**src/design/uic_regs.vh**
```
// register offsets, field positions, reset values and timing counts for the uart irq/fifo control
`ifndef UIC_REGS_VH
`define UIC_REGS_VH
`define UIC_OFF_DATA        8'h00
`define UIC_OFF_IER         8'h01
`define UIC_OFF_FCR_IIR     8'h02
`define UIC_OFF_LCR         8'h03
`define UIC_OFF_EVENTS      8'h04
`define UIC_OFF_STATUS      8'h05
`define UIC_ADDR_OF(i)      ((i) << 2)
`define UIC_IE_RDA          0
`define UIC_IE_THRE         1
`define UIC_IE_RLS          2
`define UIC_IE_MS           3
`define UIC_FC_EN           0
`define UIC_FC_RXCLR        1
`define UIC_FC_TXCLR        2
`define UIC_FC_DMA          3
`define UIC_FC_THR_HI       7
`define UIC_FC_THR_LO       6
`define UIC_LC_DIVISOR_ACCESS_SELECT         7
`define UIC_EV_RDREAD       0
`define UIC_EV_LSREAD       1
`define UIC_EV_MSREAD       2
`define UIC_EV_THRWR        3
`define UIC_IER_RST         4'h0
`define UIC_CID_RLS         3'b011
`define UIC_CID_RDA         3'b010
`define UIC_CID_TMO         3'b110
`define UIC_CID_THRE        3'b001
`define UIC_CID_MS          3'b000
`define UIC_TMO_CHARS       4
`define UIC_BITS_PER_CHAR   10
`endif

```
**src/design/uic_ctrl.v**
```verilog
// interrupt enable, fifo control and interrupt identification logic of a serial port
`timescale 1ns/1ns
`include "uic_regs.vh"
// Contract
// - all enables zero: no irq, no cause
// - status flags keep updating when disabled
// - bit3 enables modem status change interrupt
// - bit2 enables line error interrupt
// - bit1 enables transmit holding empty interrupt
// - bit0 enables data available and timeout
// - offset two: write fifo setup, read cause
// - threshold codes give 1,4,8,14 bytes
// - dma select bit ignored, no pins
// - tx flush bit empties tx fifo, self-clears
// - rx flush bit empties rx fifo, self-clears
// - enable bit on/off, off discards data
// - priority: line, data, tx empty, modem
// - cause frozen during cause register read
// - cause bits 7:6 mirror fifo enable
// - bits 3:1 encode top cause, timeout
// - bit0 low when pending, resets high
// - timeout after four idle char times
// - enables visible only when divisor access zero
module uic_ctrl #(
	parameter        CNT_W          = 5,
	parameter [15:0] BAUD_DIV       = 16'h0001,
	parameter        TMO_BIT_CYCLES = 16
)(
	// clock and reset
	input  wire        aclk,
	input  wire        aresetn,
	// axi4-lite write address
	input  wire [7:0]  s_axi_awaddr,
	input  wire        s_axi_awvalid,
	output reg         s_axi_awready,
	// axi4-lite write data
	input  wire [31:0] s_axi_wdata,
	input  wire [3:0]  s_axi_wstrb,
	input  wire        s_axi_wvalid,
	output reg         s_axi_wready,
	// axi4-lite write response
	output reg  [1:0]  s_axi_bresp,
	output reg         s_axi_bvalid,
	input  wire        s_axi_bready,
	// axi4-lite read address
	input  wire [7:0]  s_axi_araddr,
	input  wire        s_axi_arvalid,
	output reg         s_axi_arready,
	// axi4-lite read data
	output reg  [31:0] s_axi_rdata,
	output reg  [1:0]  s_axi_rresp,
	output reg         s_axi_rvalid,
	input  wire        s_axi_rready,
	// neighbouring uart state
	input  wire [CNT_W-1:0] rx_fifo_count,
	input  wire        rx_byte_in,
	input  wire        rx_byte_out,
	input  wire        rx_data_ready,
	input  wire        line_error,
	input  wire        modem_change,
	input  wire        tx_hold_empty,
	// fifo control to the data path, divisor access select and interrupt line
	output reg         fifos_on,
	output reg  [1:0]  rx_fifo_threshold,
	output reg         tx_fifo_flush,
	output reg         rx_fifo_flush,
	output reg         divisor_access_select,
	output reg         serial_irq
);
	localparam [31:0]      TMO_CYCLES = `UIC_TMO_CHARS * `UIC_BITS_PER_CHAR * TMO_BIT_CYCLES;
	localparam             TMO_W      = 24;
	// deliberate cut: 24 bits cover any sensible bit period
	localparam [TMO_W-1:0] TMO_LIMIT  = TMO_CYCLES[TMO_W-1:0];

	function [4:0] thr_bytes;
		input [1:0] code;
		begin
			case (code)
				2'b00:   thr_bytes = 5'h01;
				2'b01:   thr_bytes = 5'h04;
				2'b10:   thr_bytes = 5'h08;
				default: thr_bytes = 5'h0e;
			endcase
		end
	endfunction

	// true when a cause field carries the given code with the pending mark
	function cause_is;
		input [3:0] field;
		input [2:0] code;
		begin
			cause_is = (field == {code, 1'b0});
		end
	endfunction

	reg  [3:0]       irq_en;
	reg              thre_pend;
	reg              thre_prev;
	reg              tmo_pend;
	reg  [TMO_W-1:0] tmo_cnt;
	reg  [3:0]       cause_frz;
	reg              frz_valid;
	reg              aw_held;
	reg              w_held;
	reg  [7:0]       aw_q;
	reg  [31:0]      w_q;
	reg  [3:0]       ws_q;
	reg  [3:0]       ev_wr;
	reg  [7:0]       live_cause;
	reg              rda_cond;

	wire       aw_take = s_axi_awvalid & s_axi_awready;
	wire       w_take  = s_axi_wvalid & s_axi_wready;
	wire [7:0] wa      = aw_held ? aw_q : s_axi_awaddr;
	wire [31:0] wd     = w_held ? w_q : s_axi_wdata;
	wire [3:0] wst     = w_held ? ws_q : s_axi_wstrb;
	wire       wr_go   = (aw_held | aw_take) & (w_held | w_take) & ~s_axi_bvalid;
	wire       rd_go   = s_axi_arvalid & s_axi_arready;
	wire       wr_ok   = (wa[1:0] == 2'b00) && (wa[7:2] <= `UIC_OFF_STATUS);
	wire       wr_b0   = wr_go & wr_ok & wst[0];
	wire       wr_ier  = wr_b0 && (wa[7:2] == `UIC_OFF_IER) && !divisor_access_select;
	wire       wr_fcr  = wr_b0 && (wa[7:2] == `UIC_OFF_FCR_IIR);
	wire       wr_lcr  = wr_b0 && (wa[7:2] == `UIC_OFF_LCR);
	wire       wr_ev   = wr_b0 && (wa[7:2] == `UIC_OFF_EVENTS);
	wire       rd_iir  = rd_go && (s_axi_araddr == `UIC_ADDR_OF(`UIC_OFF_FCR_IIR));
	wire       thre_wr = wr_ev & wd[`UIC_EV_THRWR];
	wire       rdr_rd  = wr_ev & wd[`UIC_EV_RDREAD];

	// cause priority and encoding
	always @*
	begin
		live_cause = 8'h01;
		rda_cond = fifos_on ? (rx_fifo_count >= thr_bytes(rx_fifo_threshold)) : rx_data_ready;
		live_cause[7:6] = {2{fifos_on}};
		if (irq_en[`UIC_IE_RLS] && line_error)
			live_cause[3:0] = {`UIC_CID_RLS, 1'b0};
		else if (irq_en[`UIC_IE_RDA] && rda_cond)
			live_cause[3:0] = {`UIC_CID_RDA, 1'b0};
		else if (irq_en[`UIC_IE_RDA] && fifos_on && tmo_pend)
			live_cause[3:0] = {`UIC_CID_TMO, 1'b0};
		else if (irq_en[`UIC_IE_THRE] && thre_pend)
			live_cause[3:0] = {`UIC_CID_THRE, 1'b0};
		else if (irq_en[`UIC_IE_MS] && modem_change)
			live_cause[3:0] = {`UIC_CID_MS, 1'b0};
	end

	// bus handshake
	always @(posedge aclk)
	begin
		if (!aresetn)
		begin
			s_axi_awready <= 1'b0;
			s_axi_wready  <= 1'b0;
			s_axi_bvalid  <= 1'b0;
			s_axi_bresp   <= 2'b00;
			aw_held       <= 1'b0;
			w_held        <= 1'b0;
			aw_q          <= 8'h00;
			w_q           <= 32'h0000_0000;
			ws_q          <= 4'h0;
		end
		else
		begin
			s_axi_awready <= ~aw_held & ~aw_take & ~s_axi_bvalid & ~wr_go;
			s_axi_wready  <= ~w_held & ~w_take & ~s_axi_bvalid & ~wr_go;
			if (aw_take)
			begin
				aw_q <= s_axi_awaddr;
			end
			if (w_take)
			begin
				w_q  <= s_axi_wdata;
				ws_q <= s_axi_wstrb;
			end
			aw_held <= wr_go ? 1'b0 : (aw_held | aw_take);
			w_held  <= wr_go ? 1'b0 : (w_held | w_take);
			if (wr_go)
			begin
				s_axi_bvalid <= 1'b1;
				s_axi_bresp  <= wr_ok ? 2'b00 : 2'b10;
			end
			else if (s_axi_bready)
				s_axi_bvalid <= 1'b0;
		end
	end

	// read channel: ready never waits for arvalid, so a master that raises
	// arvalid first is not stuck; it drops from acceptance until the answer is taken
	always @(posedge aclk)
	begin
		if (!aresetn)
		begin
			s_axi_arready <= 1'b0;
			s_axi_rvalid  <= 1'b0;
			s_axi_rresp   <= 2'b00;
			s_axi_rdata   <= 32'h0000_0000;
		end
		else
		begin
			s_axi_arready <= ~rd_go & ~s_axi_rvalid;
			if (rd_go)
			begin
				s_axi_rvalid <= 1'b1;
				s_axi_rresp  <= 2'b00;
				s_axi_rdata  <= 32'h0000_0000;
				case (s_axi_araddr)
					`UIC_ADDR_OF(`UIC_OFF_IER):
						s_axi_rdata[7:0] <= divisor_access_select ? 8'h00 : {4'h0, irq_en};
					`UIC_ADDR_OF(`UIC_OFF_FCR_IIR):
						s_axi_rdata[7:0] <= frz_valid ? {live_cause[7:4], cause_frz} : live_cause;
					`UIC_ADDR_OF(`UIC_OFF_LCR):
						s_axi_rdata[7:0] <= {divisor_access_select, 7'h00};
					`UIC_ADDR_OF(`UIC_OFF_EVENTS):
						s_axi_rdata[7:0] <= 8'h00;
					`UIC_ADDR_OF(`UIC_OFF_STATUS):
						s_axi_rdata[7:0] <= {3'b000, modem_change, line_error, tx_hold_empty,
							tmo_pend, serial_irq};
					default:
						s_axi_rresp <= 2'b10;
				endcase
			end
			else if (s_axi_rready)
				s_axi_rvalid <= 1'b0;
		end
	end

	// interrupt enables and divisor access select
	always @(posedge aclk)
	begin
		if (!aresetn)
		begin
			irq_en                <= `UIC_IER_RST;
			divisor_access_select <= 1'b0;
		end
		else
		begin
			// enables ignored while the divisor sits at this index, so a divisor
			// write cannot silently change them
			if (wr_ier)
				irq_en <= wd[3:0];
			if (wr_lcr)
				divisor_access_select <= wd[`UIC_LC_DIVISOR_ACCESS_SELECT];
		end
	end

	// fifo control: write only, flush strobes last one cycle
	always @(posedge aclk)
	begin
		if (!aresetn)
		begin
			fifos_on              <= 1'b0;
			rx_fifo_threshold     <= 2'b00;
			tx_fifo_flush         <= 1'b0;
			rx_fifo_flush         <= 1'b0;
		end
		else
		begin
			// dma select bit is never looked at: no request pins exist
			tx_fifo_flush <= 1'b0;
			rx_fifo_flush <= 1'b0;
			if (wr_fcr)
			begin
				fifos_on <= wd[`UIC_FC_EN];
				if (wd[`UIC_FC_EN])
				begin
					rx_fifo_threshold <= wd[`UIC_FC_THR_HI:`UIC_FC_THR_LO];
					tx_fifo_flush     <= wd[`UIC_FC_TXCLR];
					rx_fifo_flush     <= wd[`UIC_FC_RXCLR];
				end
				else if (fifos_on)
				begin
					tx_fifo_flush <= 1'b1;
					rx_fifo_flush <= 1'b1;
				end
			end
		end
	end

	// transmitter-empty cause: set on the rising edge of the empty level; a set and
	// a clear in one cycle leave it set, so a fresh empty event is never lost
	always @(posedge aclk)
	begin
		if (!aresetn)
		begin
			thre_pend <= 1'b0;
			thre_prev <= 1'b0;
		end
		else
		begin
			thre_prev <= tx_hold_empty;
			if (tx_hold_empty && !thre_prev)
				thre_pend <= 1'b1;
			else if (thre_wr
				|| (rd_iir && !frz_valid && cause_is(live_cause[3:0], `UIC_CID_THRE))
				|| (rd_iir && frz_valid && cause_is(cause_frz, `UIC_CID_THRE)))
				thre_pend <= 1'b0;
		end
	end

	// character timeout: counter restarts on any fifo traffic
	always @(posedge aclk)
	begin
		if (!aresetn)
		begin
			tmo_pend <= 1'b0;
			tmo_cnt  <= {TMO_W{1'b0}};
		end
		else
		begin
			if (!fifos_on || rx_fifo_count == {CNT_W{1'b0}} || rx_byte_in || rx_byte_out
				|| rx_fifo_flush)
				tmo_cnt <= {TMO_W{1'b0}};
			else if (tmo_cnt != TMO_LIMIT)
				tmo_cnt <= tmo_cnt + {{(TMO_W-1){1'b0}}, 1'b1};
			if (fifos_on && rx_fifo_count != {CNT_W{1'b0}} && tmo_cnt == TMO_LIMIT - 1'b1
				&& !rx_byte_in && !rx_byte_out)
				tmo_pend <= 1'b1;
			else if (rdr_rd || rx_byte_out || !fifos_on || rx_fifo_flush)
				tmo_pend <= 1'b0;
		end
	end

	// hold the cause seen at address acceptance until the answer is taken
	always @(posedge aclk)
	begin
		if (!aresetn)
		begin
			cause_frz <= 4'h1;
			frz_valid <= 1'b0;
		end
		else
		begin
			if (rd_iir)
			begin
				cause_frz <= live_cause[3:0];
				frz_valid <= 1'b1;
			end
			else if (s_axi_rvalid && s_axi_rready)
				frz_valid <= 1'b0;
		end
	end

	// interrupt line is registered so it never glitches while causes settle
	always @(posedge aclk)
	begin
		if (!aresetn)
		begin
			serial_irq <= 1'b0;
		end
		else
		begin
			serial_irq <= ~live_cause[0];
		end
	end
endmodule

```
**config.mk**
```make
export PLATFORM = sky130hd
export DESIGN_NAME = uic_ctrl
export DESIGN_NICKNAME = d
export VERILOG_FILES = /design/src/design/uic_ctrl.v
export VERILOG_INCLUDE_DIRS = /design/src /design/src/design
export SDC_FILE = /design/constraint.sdc
export NUM_CORES = 1
export LEC_CHECK = 0
export BUFFER_PORTS_ARGS = -buffer_cell sky130_fd_sc_hd__buf_2
export CELL_PAD_IN_SITES_DETAIL_PLACEMENT = 0
export CELL_PAD_IN_SITES_GLOBAL_PLACEMENT = 2
export CORE_MARGIN = 2
export CORE_UTILIZATION = 31
export CTS_CLUSTER_DIAMETER = 120
export DETAILED_ROUTE_END_ITERATION = 6
export PLACE_DENSITY = 0.92
export SYNTH_ARGS = -nofsm -noshare
export SYNTH_HDL_FRONTEND = slang
export SYNTH_SLANG_ARGS = --single-unit
```
**constraint.sdc**
```tcl
create_clock -name aclk -period 3.2 [get_ports aclk]
set_input_delay 0.64 -clock aclk [delete_from_list [all_inputs] [get_ports aclk]]
set_output_delay 0.64 -clock aclk [all_outputs]
set_load 0.03 [all_outputs]
```
==> results of run 1 <==
==> metrics by stage <==
step | std cells | cell area (µm²) | utilization [%] | total power [mW]
6_report | 665 | 4460 | 37.2 | 2.36
4_1_cts | 665 | 4460 | 37.2 | 2.39
2_1_floorplan | 485 | 3880 | - | 1.15
5_1_grt | 665 | 4460 | 37.2 | 2.44
3_5_place_dp | 649 | 4100 | 34.3 | 1.19
3_3_place_gp | 649 | 4100 | 34.3 | 1.19
==> worst paths after layout <==
check | endpoint | from | depth (start not counted) | slack [ns]
worst max-delay path | irq_en[0]$_SDFFE_PN0P_ | s_axi_awaddr[6] | 6 | 0.94
worst min-delay path | w_q[7]$_SDFFE_PN0P_ | w_q[7]$_SDFFE_PN0P_ | 2 | 0.45
worst max register to register | s_axi_rdata[0]$_SDFFE_PN0P_ | rx_fifo_threshold[1]$_SDFFE_PN0P_ | 8 | 1.03
worst min register to register | w_q[7]$_SDFFE_PN0P_ | w_q[7]$_SDFFE_PN0P_ | 2 | 0.45
==> cell type report <==
| cell class | count | area, µm² | share of cell area (%) |
|---|---|---|---|
| clock buffers | 12 | 256 | 5.76 |
| clock inverters | 4 | 97.6 | 2.19 |
| inverters | 12 | 45.0 | 1.01 |
| multi-input cells | 352 | 2060 | 46.3 |
| flip-flops and latches | 74 | 1480 | 33.2 |
| well taps | 147 | 184 | 4.13 |
| repair buffers | 64 | 328 | 7.36 |
==> metal layers <==
metal / wire, µm / part of all wire [%] / up-vias / GRT usage, %
met5: 0 / 0 / - / 0
met4: 170 / 1.9 / 0 / 5.45
met3: 458 / 5.1 / 13 / 3.92
met2: 4190 / 47 / 74 / 22.2
met1: 4180 / 46 / 1586 / 18.5
li1: - / - / 1686 / -
==> cells by family after synthesis <==
group           count (synthesis)
mux                            13
other cells                     1
xor+xnor                       18
buf+inv                        59
fa+ha+maj                       6
compound gates                 96
flops                          74
simple gates                  192
==> synth_stat cells, types with 9 or more instances <==
master	count	share of area [%]
nand2_1	47	4.7
a21oi_1	46	6.1
dfxtp_1	74	39
a211oi_1	9	1.8
buf_4	27	5.4
nor2_1	36	3.6
nor4_1	10	1.7
nand3_1	28	3.7
inv_1	12	1.2
o21ai_0	17	2.3
nor3_1	12	1.6
clkbuf_1	16	1.6
xnor2_1	12	2.8
==> sequential cells by signal, summed over array words and instances (netlist names), 2 cells and up <==
register / cells
w_q: 6
irq_en: 4
s_axi_rdata: 7
cause_frz: 4
tmo_cnt: 24
aw_q: 8
rx_fifo_threshold: 2
==> worst max-delay path, cell delays in order <==
cell	delay, ns
buf_2	0.10
or4_1	0.58
a2111oi_4	0.38
o21a_1	0.32
and3_1	0.29
mux2i_1	0.20
==> power by group through the flow <==
stage,clock network [mW],logic (mW),registers (mW)
after floorplan,0,0.166,0.988
after global routing,1.25,0.226,0.971
final,1.19,0.205,0.967
after CTS,1.21,0.205,0.968
after detailed placement,0,0.204,0.988
after global placement,0,0.203,0.987
==> run_results.csv, run 1 <==
group,metric,value,unit
outcome,outcome,"finished, final reports clean",
clock_tree,clk_latency,0.34,ns
timing,fin_crit,2.26,ns
synth,muxShareOfSynthArea,3.61,%
routing,num_vias,3359,
place,port_buffers,61,
grt,antenna_found_initial,0,
timing,tightest_slew,0.832,ns
timing,finalSetupTns,0,ns
clock_tree,cts_setup_buffers,0,
worst_setup_path,crit_fanout,7,
power,pwr-share-clk,50.3,%
clock_tree,cts_root_buf,"clkbuf_16",
timing,fin_ws,0.936,ns
finish,final_cell_mix,"dfxtp_1, buf_2, nand2_1",
worst_setup_path,required,3.46,ns
grt,grt.overflow.total,0,
synth,synth-seq-area-share,39.2,%
worst_setup_path,critPathArrivalTime,2.53,ns
routing,post_drt_wl_per_cell,13.5,µm
finish,n_fill_cell,1246,
worst_setup_path,start_kind,"input pin",
timing,period_share,70.8,%
synth,ys_types,55,
place,gp_congestion,0.857,
floorplanning,die_area,13100,µm²
synth,synthAdderAreaFrac,1.99,%
routing,wirelength,9.00,mm
routing,routed_via_density,5.05,
flow_run,cap_violations,0,
floorplanning,core_area,12000,µm²
finish,drive_gt1_share,17.4,%
clock_tree,cts_buffers,9,
finish,nets,589,
finish,syn2layout_area_growth,17.9,%
synth,syn_area_per_cell,8.23,µm²
floorplanning,ios,118,
finish,mostFrequentLayoutCell,"dfxtp_1",
clock_tree,hold_buffers,0,
clock_tree,clock-sinks,74,
synth,synth_cells,459,
floorplanning,num_rows,40,
routing,dr.first_iter.drc_count,216,
power,p_int,1.81,mW
floorplanning,fp.dieW,114,µm
synth,ys_ff_latch,74,
grt,track_usage,14.2,%
power,power_leakage,1.61,nW
power,pwr-share-seq,41.0,%
timing,clock.fmax,442,MHz
timing,hold_violations,0,
synth,synth_edf_count,0,
routing,drc,0,
grt,grt_max_degree,40,
synth,yosys.area_share.simple,26.5,%
floorplanning,die_y,114,µm
synth,synth-compound-area-share,15.7,%
timing,hold_slack,0.451,ns
routing,final_antenna_net_count,0,
grt,grt_pass1_vias,3001,
power,pwr-share-comb,8.7,%
floorplanning,start_util,31.6,%
timing,finalSetupViolCount,0,
timing,slew_viol_final,0,
synth,yosys_most_used_dff,"dfxtp_1",
clock_tree,clk_pin_slew,0.06,ns
routing,dr.pass1.iters,5,
clock_tree,cts_buffer_depth,2,
synth,yosys_warnings,0,
worst_setup_path,criticalPathCategory,"in -> reg",
clock_tree,cts_resized,0,
power,switchingPower,0.549,mW
timing,rsz0062_at_grt,"false",
synth,async_reset_ff_share,0,%
grt,grt_pass1_wl,14.7,mm
power,switching_share,23.3,%
clock_tree,cts_tree,"built",
place,pre_cts_slack,0.610,ns
clock_tree,h-tree-depth,3,
timing,max-slew-margin-rel,44.5,%
synth,synth_area,3780,µm²
timing,fin_skew,0.00639,ns
synth,synth_xor_area_share,4.17,%
place,dp_hpwl,6.51,mm
power,ir_drop,0.203,mV
finish,diodes,0,
synth,synth_top_family_by_area,"simple AND/OR/NAND/NOR gates",
power,power_density,530,nW/µm²
hold_path,hold_class,"reg -> reg",
worst_setup_path,crit_path_end_kind,"flop",
No activity file was read; power rests on OpenSTA's default activity.
==> run 2, diff against run 1 <==
Settings changed: CORE_UTILIZATION 31 to 29, PLACE_DENSITY 0.92 to 0.87.
Clock period 3.2 ns to 2.36 ns, I/O delays scaled along.
==> run_results.csv, run 2 (same netlist as run 1, synthesis figures left out) <==
group,metric,value,unit
grt,grt_max_degree,40,
floorplanning,die_area,14000,µm²
place,port_buffers,61,
finish,regArea,1480,µm²
routing,final_antenna_net_count,0,
worst_setup_path,start_kind,"flop",
power,switchingPower,0.729,mW
finish,syn2layout_area_growth,19.4,%
power,power_leakage,1.64,nW
power,pwr-share-clk,42.7,%
worst_setup_path,crit_path_end_kind,"flop",
place,dp_hpwl,7.01,mm
power,pwr-share-comb,11.0,%
routing,drc,0,
grt,track_usage,14.0,%
power,p_int,2.08,mW
timing,tightest_slew,0.774,ns
clock_tree,cts_root_buf,"clkbuf_16",
finish,regMostFlops,"tmo_cnt",
finish,multiInputGateArea,2070,µm²
place,gp_congestion,0.782,
timing,fin_skew,0.00393,ns
finish,reg_top3,"tmo_cnt x24, aw_q x8, s_axi_rdata x7",
power,switching_share,25.9,%
routing,num_vias,3393,
outcome,outcome,"finished, final reports clean",
timing,rsz0062_at_grt,"false",
timing,max-slew-margin-rel,48.4,%
hold_path,hold_class,"in -> reg",
clock_tree,cts_setup_buffers,0,
grt,antenna_found_initial,0,
clock_tree,hold_buffers,0,
clock_tree,cts_resized,0,
clock_tree,clk_latency,0.33,ns
routing,dr.pass1.iters,4,
floorplanning,fp.dieW,118,µm
power,pwr-share-seq,46.3,%
flow_run,cap_violations,0,
routing,post_drt_wl_per_cell,13.4,µm
grt,grt.overflow.total,0,
finish,final_cell_mix,"dfxtp_1, buf_2, nand2_1",
floorplanning,core_area,12700,µm²
floorplanning,die_y,118,µm
clock_tree,cts_buffer_depth,2,
clock_tree,cts_tree,"built",
timing,period_share,90.6,%
worst_setup_path,critPathArrivalTime,2.40,ns
floorplanning,start_util,29.8,%
floorplanning,ios,118,
finish,n_fill_cell,1365,
worst_setup_path,criticalPathCategory,"reg -> reg",
finish,largest_reg_flops,24,
place,place_area,4250,µm²
routing,dr.first_iter.drc_count,153,
power,ir_drop,0.376,mV
clock_tree,clock-sinks,74,
timing,finalSetupViolCount,0,
routing,wirelength,9.43,mm
power,power_density,623,nW/µm²
clock_tree,cts_buffers,9,
finish,nets,605,
finish,postLayoutCellArea,4510,µm²
power,total_power,2.81,mW
finish,mostFrequentLayoutCell,"dfxtp_1",
clock_tree,clk_pin_slew,0.05,ns
clock_tree,h-tree-depth,3,
routing,routed_via_density,4.81,
timing,slew_viol_final,0,
floorplanning,num_rows,41,
timing,fin_crit,2.14,ns
worst_setup_path,crit_fanout,5,
timing,hold_violations,0,
timing,finalSetupTns,0,ns
finish,drive_gt1_share,19.5,%
timing,hold_slack,0.390,ns
grt,grt_pass1_vias,3262,
timing,clock.fmax,468,MHz
worst_setup_path,required,2.62,ns
finish,diodes,0,
grt,grt_pass1_wl,15.8,mm
-- run 2: cell type report --
class,count,share of cell area [%]
Clock inverter,3,0.388
Sequential cell,74,32.8
Tap cell,172,4.77
Multi-Input combinational cell,352,45.8
Timing Repair Buffer,80,9.93
Clock buffer,12,5.24
Inverter,12,0.998
-- run 2: metal layers --
layer	part of all wire [%]	vias to the layer above	global-route usage [%]
met2	47	67	22.9
met1	47	1587	17.6
li1	-	1728	-
met4	1.4	0	5.05
met3	4.5	11	3.76
met5	0	-	0
-- run 2: worst paths after layout --
path / start / to / slack [ns] / cells past startpoint
max: rx_fifo_threshold[0]$_SDFFE_PN0P_ / s_axi_rdata[3]$_SDFFE_PN0P_ / 0.22 / 7
min: tx_hold_empty / thre_prev$_SDFF_PN0_ / 0.39 / 2
max reg2reg: rx_fifo_threshold[0]$_SDFFE_PN0P_ / s_axi_rdata[3]$_SDFFE_PN0P_ / 0.22 / 7
min reg2reg: s_axi_rvalid$_SDFFE_PN0P_ / s_axi_arready$_SDFF_PN0_ / 0.45 / 1
-- run 2: power groups by stage --
stage / registers, mW / logic, mW / clock network [mW]
after floorplan: 1.34 / 0.225 / 0
after global placement: 1.33 / 0.307 / 0
after detailed placement: 1.33 / 0.310 / 0
after CTS: 1.30 / 0.311 / 1.23
after global routing: 1.30 / 0.344 / 1.28
final: 1.30 / 0.310 / 1.20
-- run 2: worst max-delay path, cell delays in order, from the launching register on --
cell	delay, ns
dfxtp_1	0.45
nor2_1	0.08
ha_1	0.27
nand2b_1	0.14
a31o_2	0.27
a2111oi_0	0.47
o21ai_0	0.21
a21oi_1	0.18
-- run 2: per-stage QoR --
stage	setup WS, ns	instances	utilization (%)
after CTS	0.153	705	35.6
after global routing	0.0113	705	35.6
after detailed placement	0.00689	690	33.6
final	0.222	705	35.6
after global placement	0.0131	690	33.6
after floorplan	0.0311	485	-
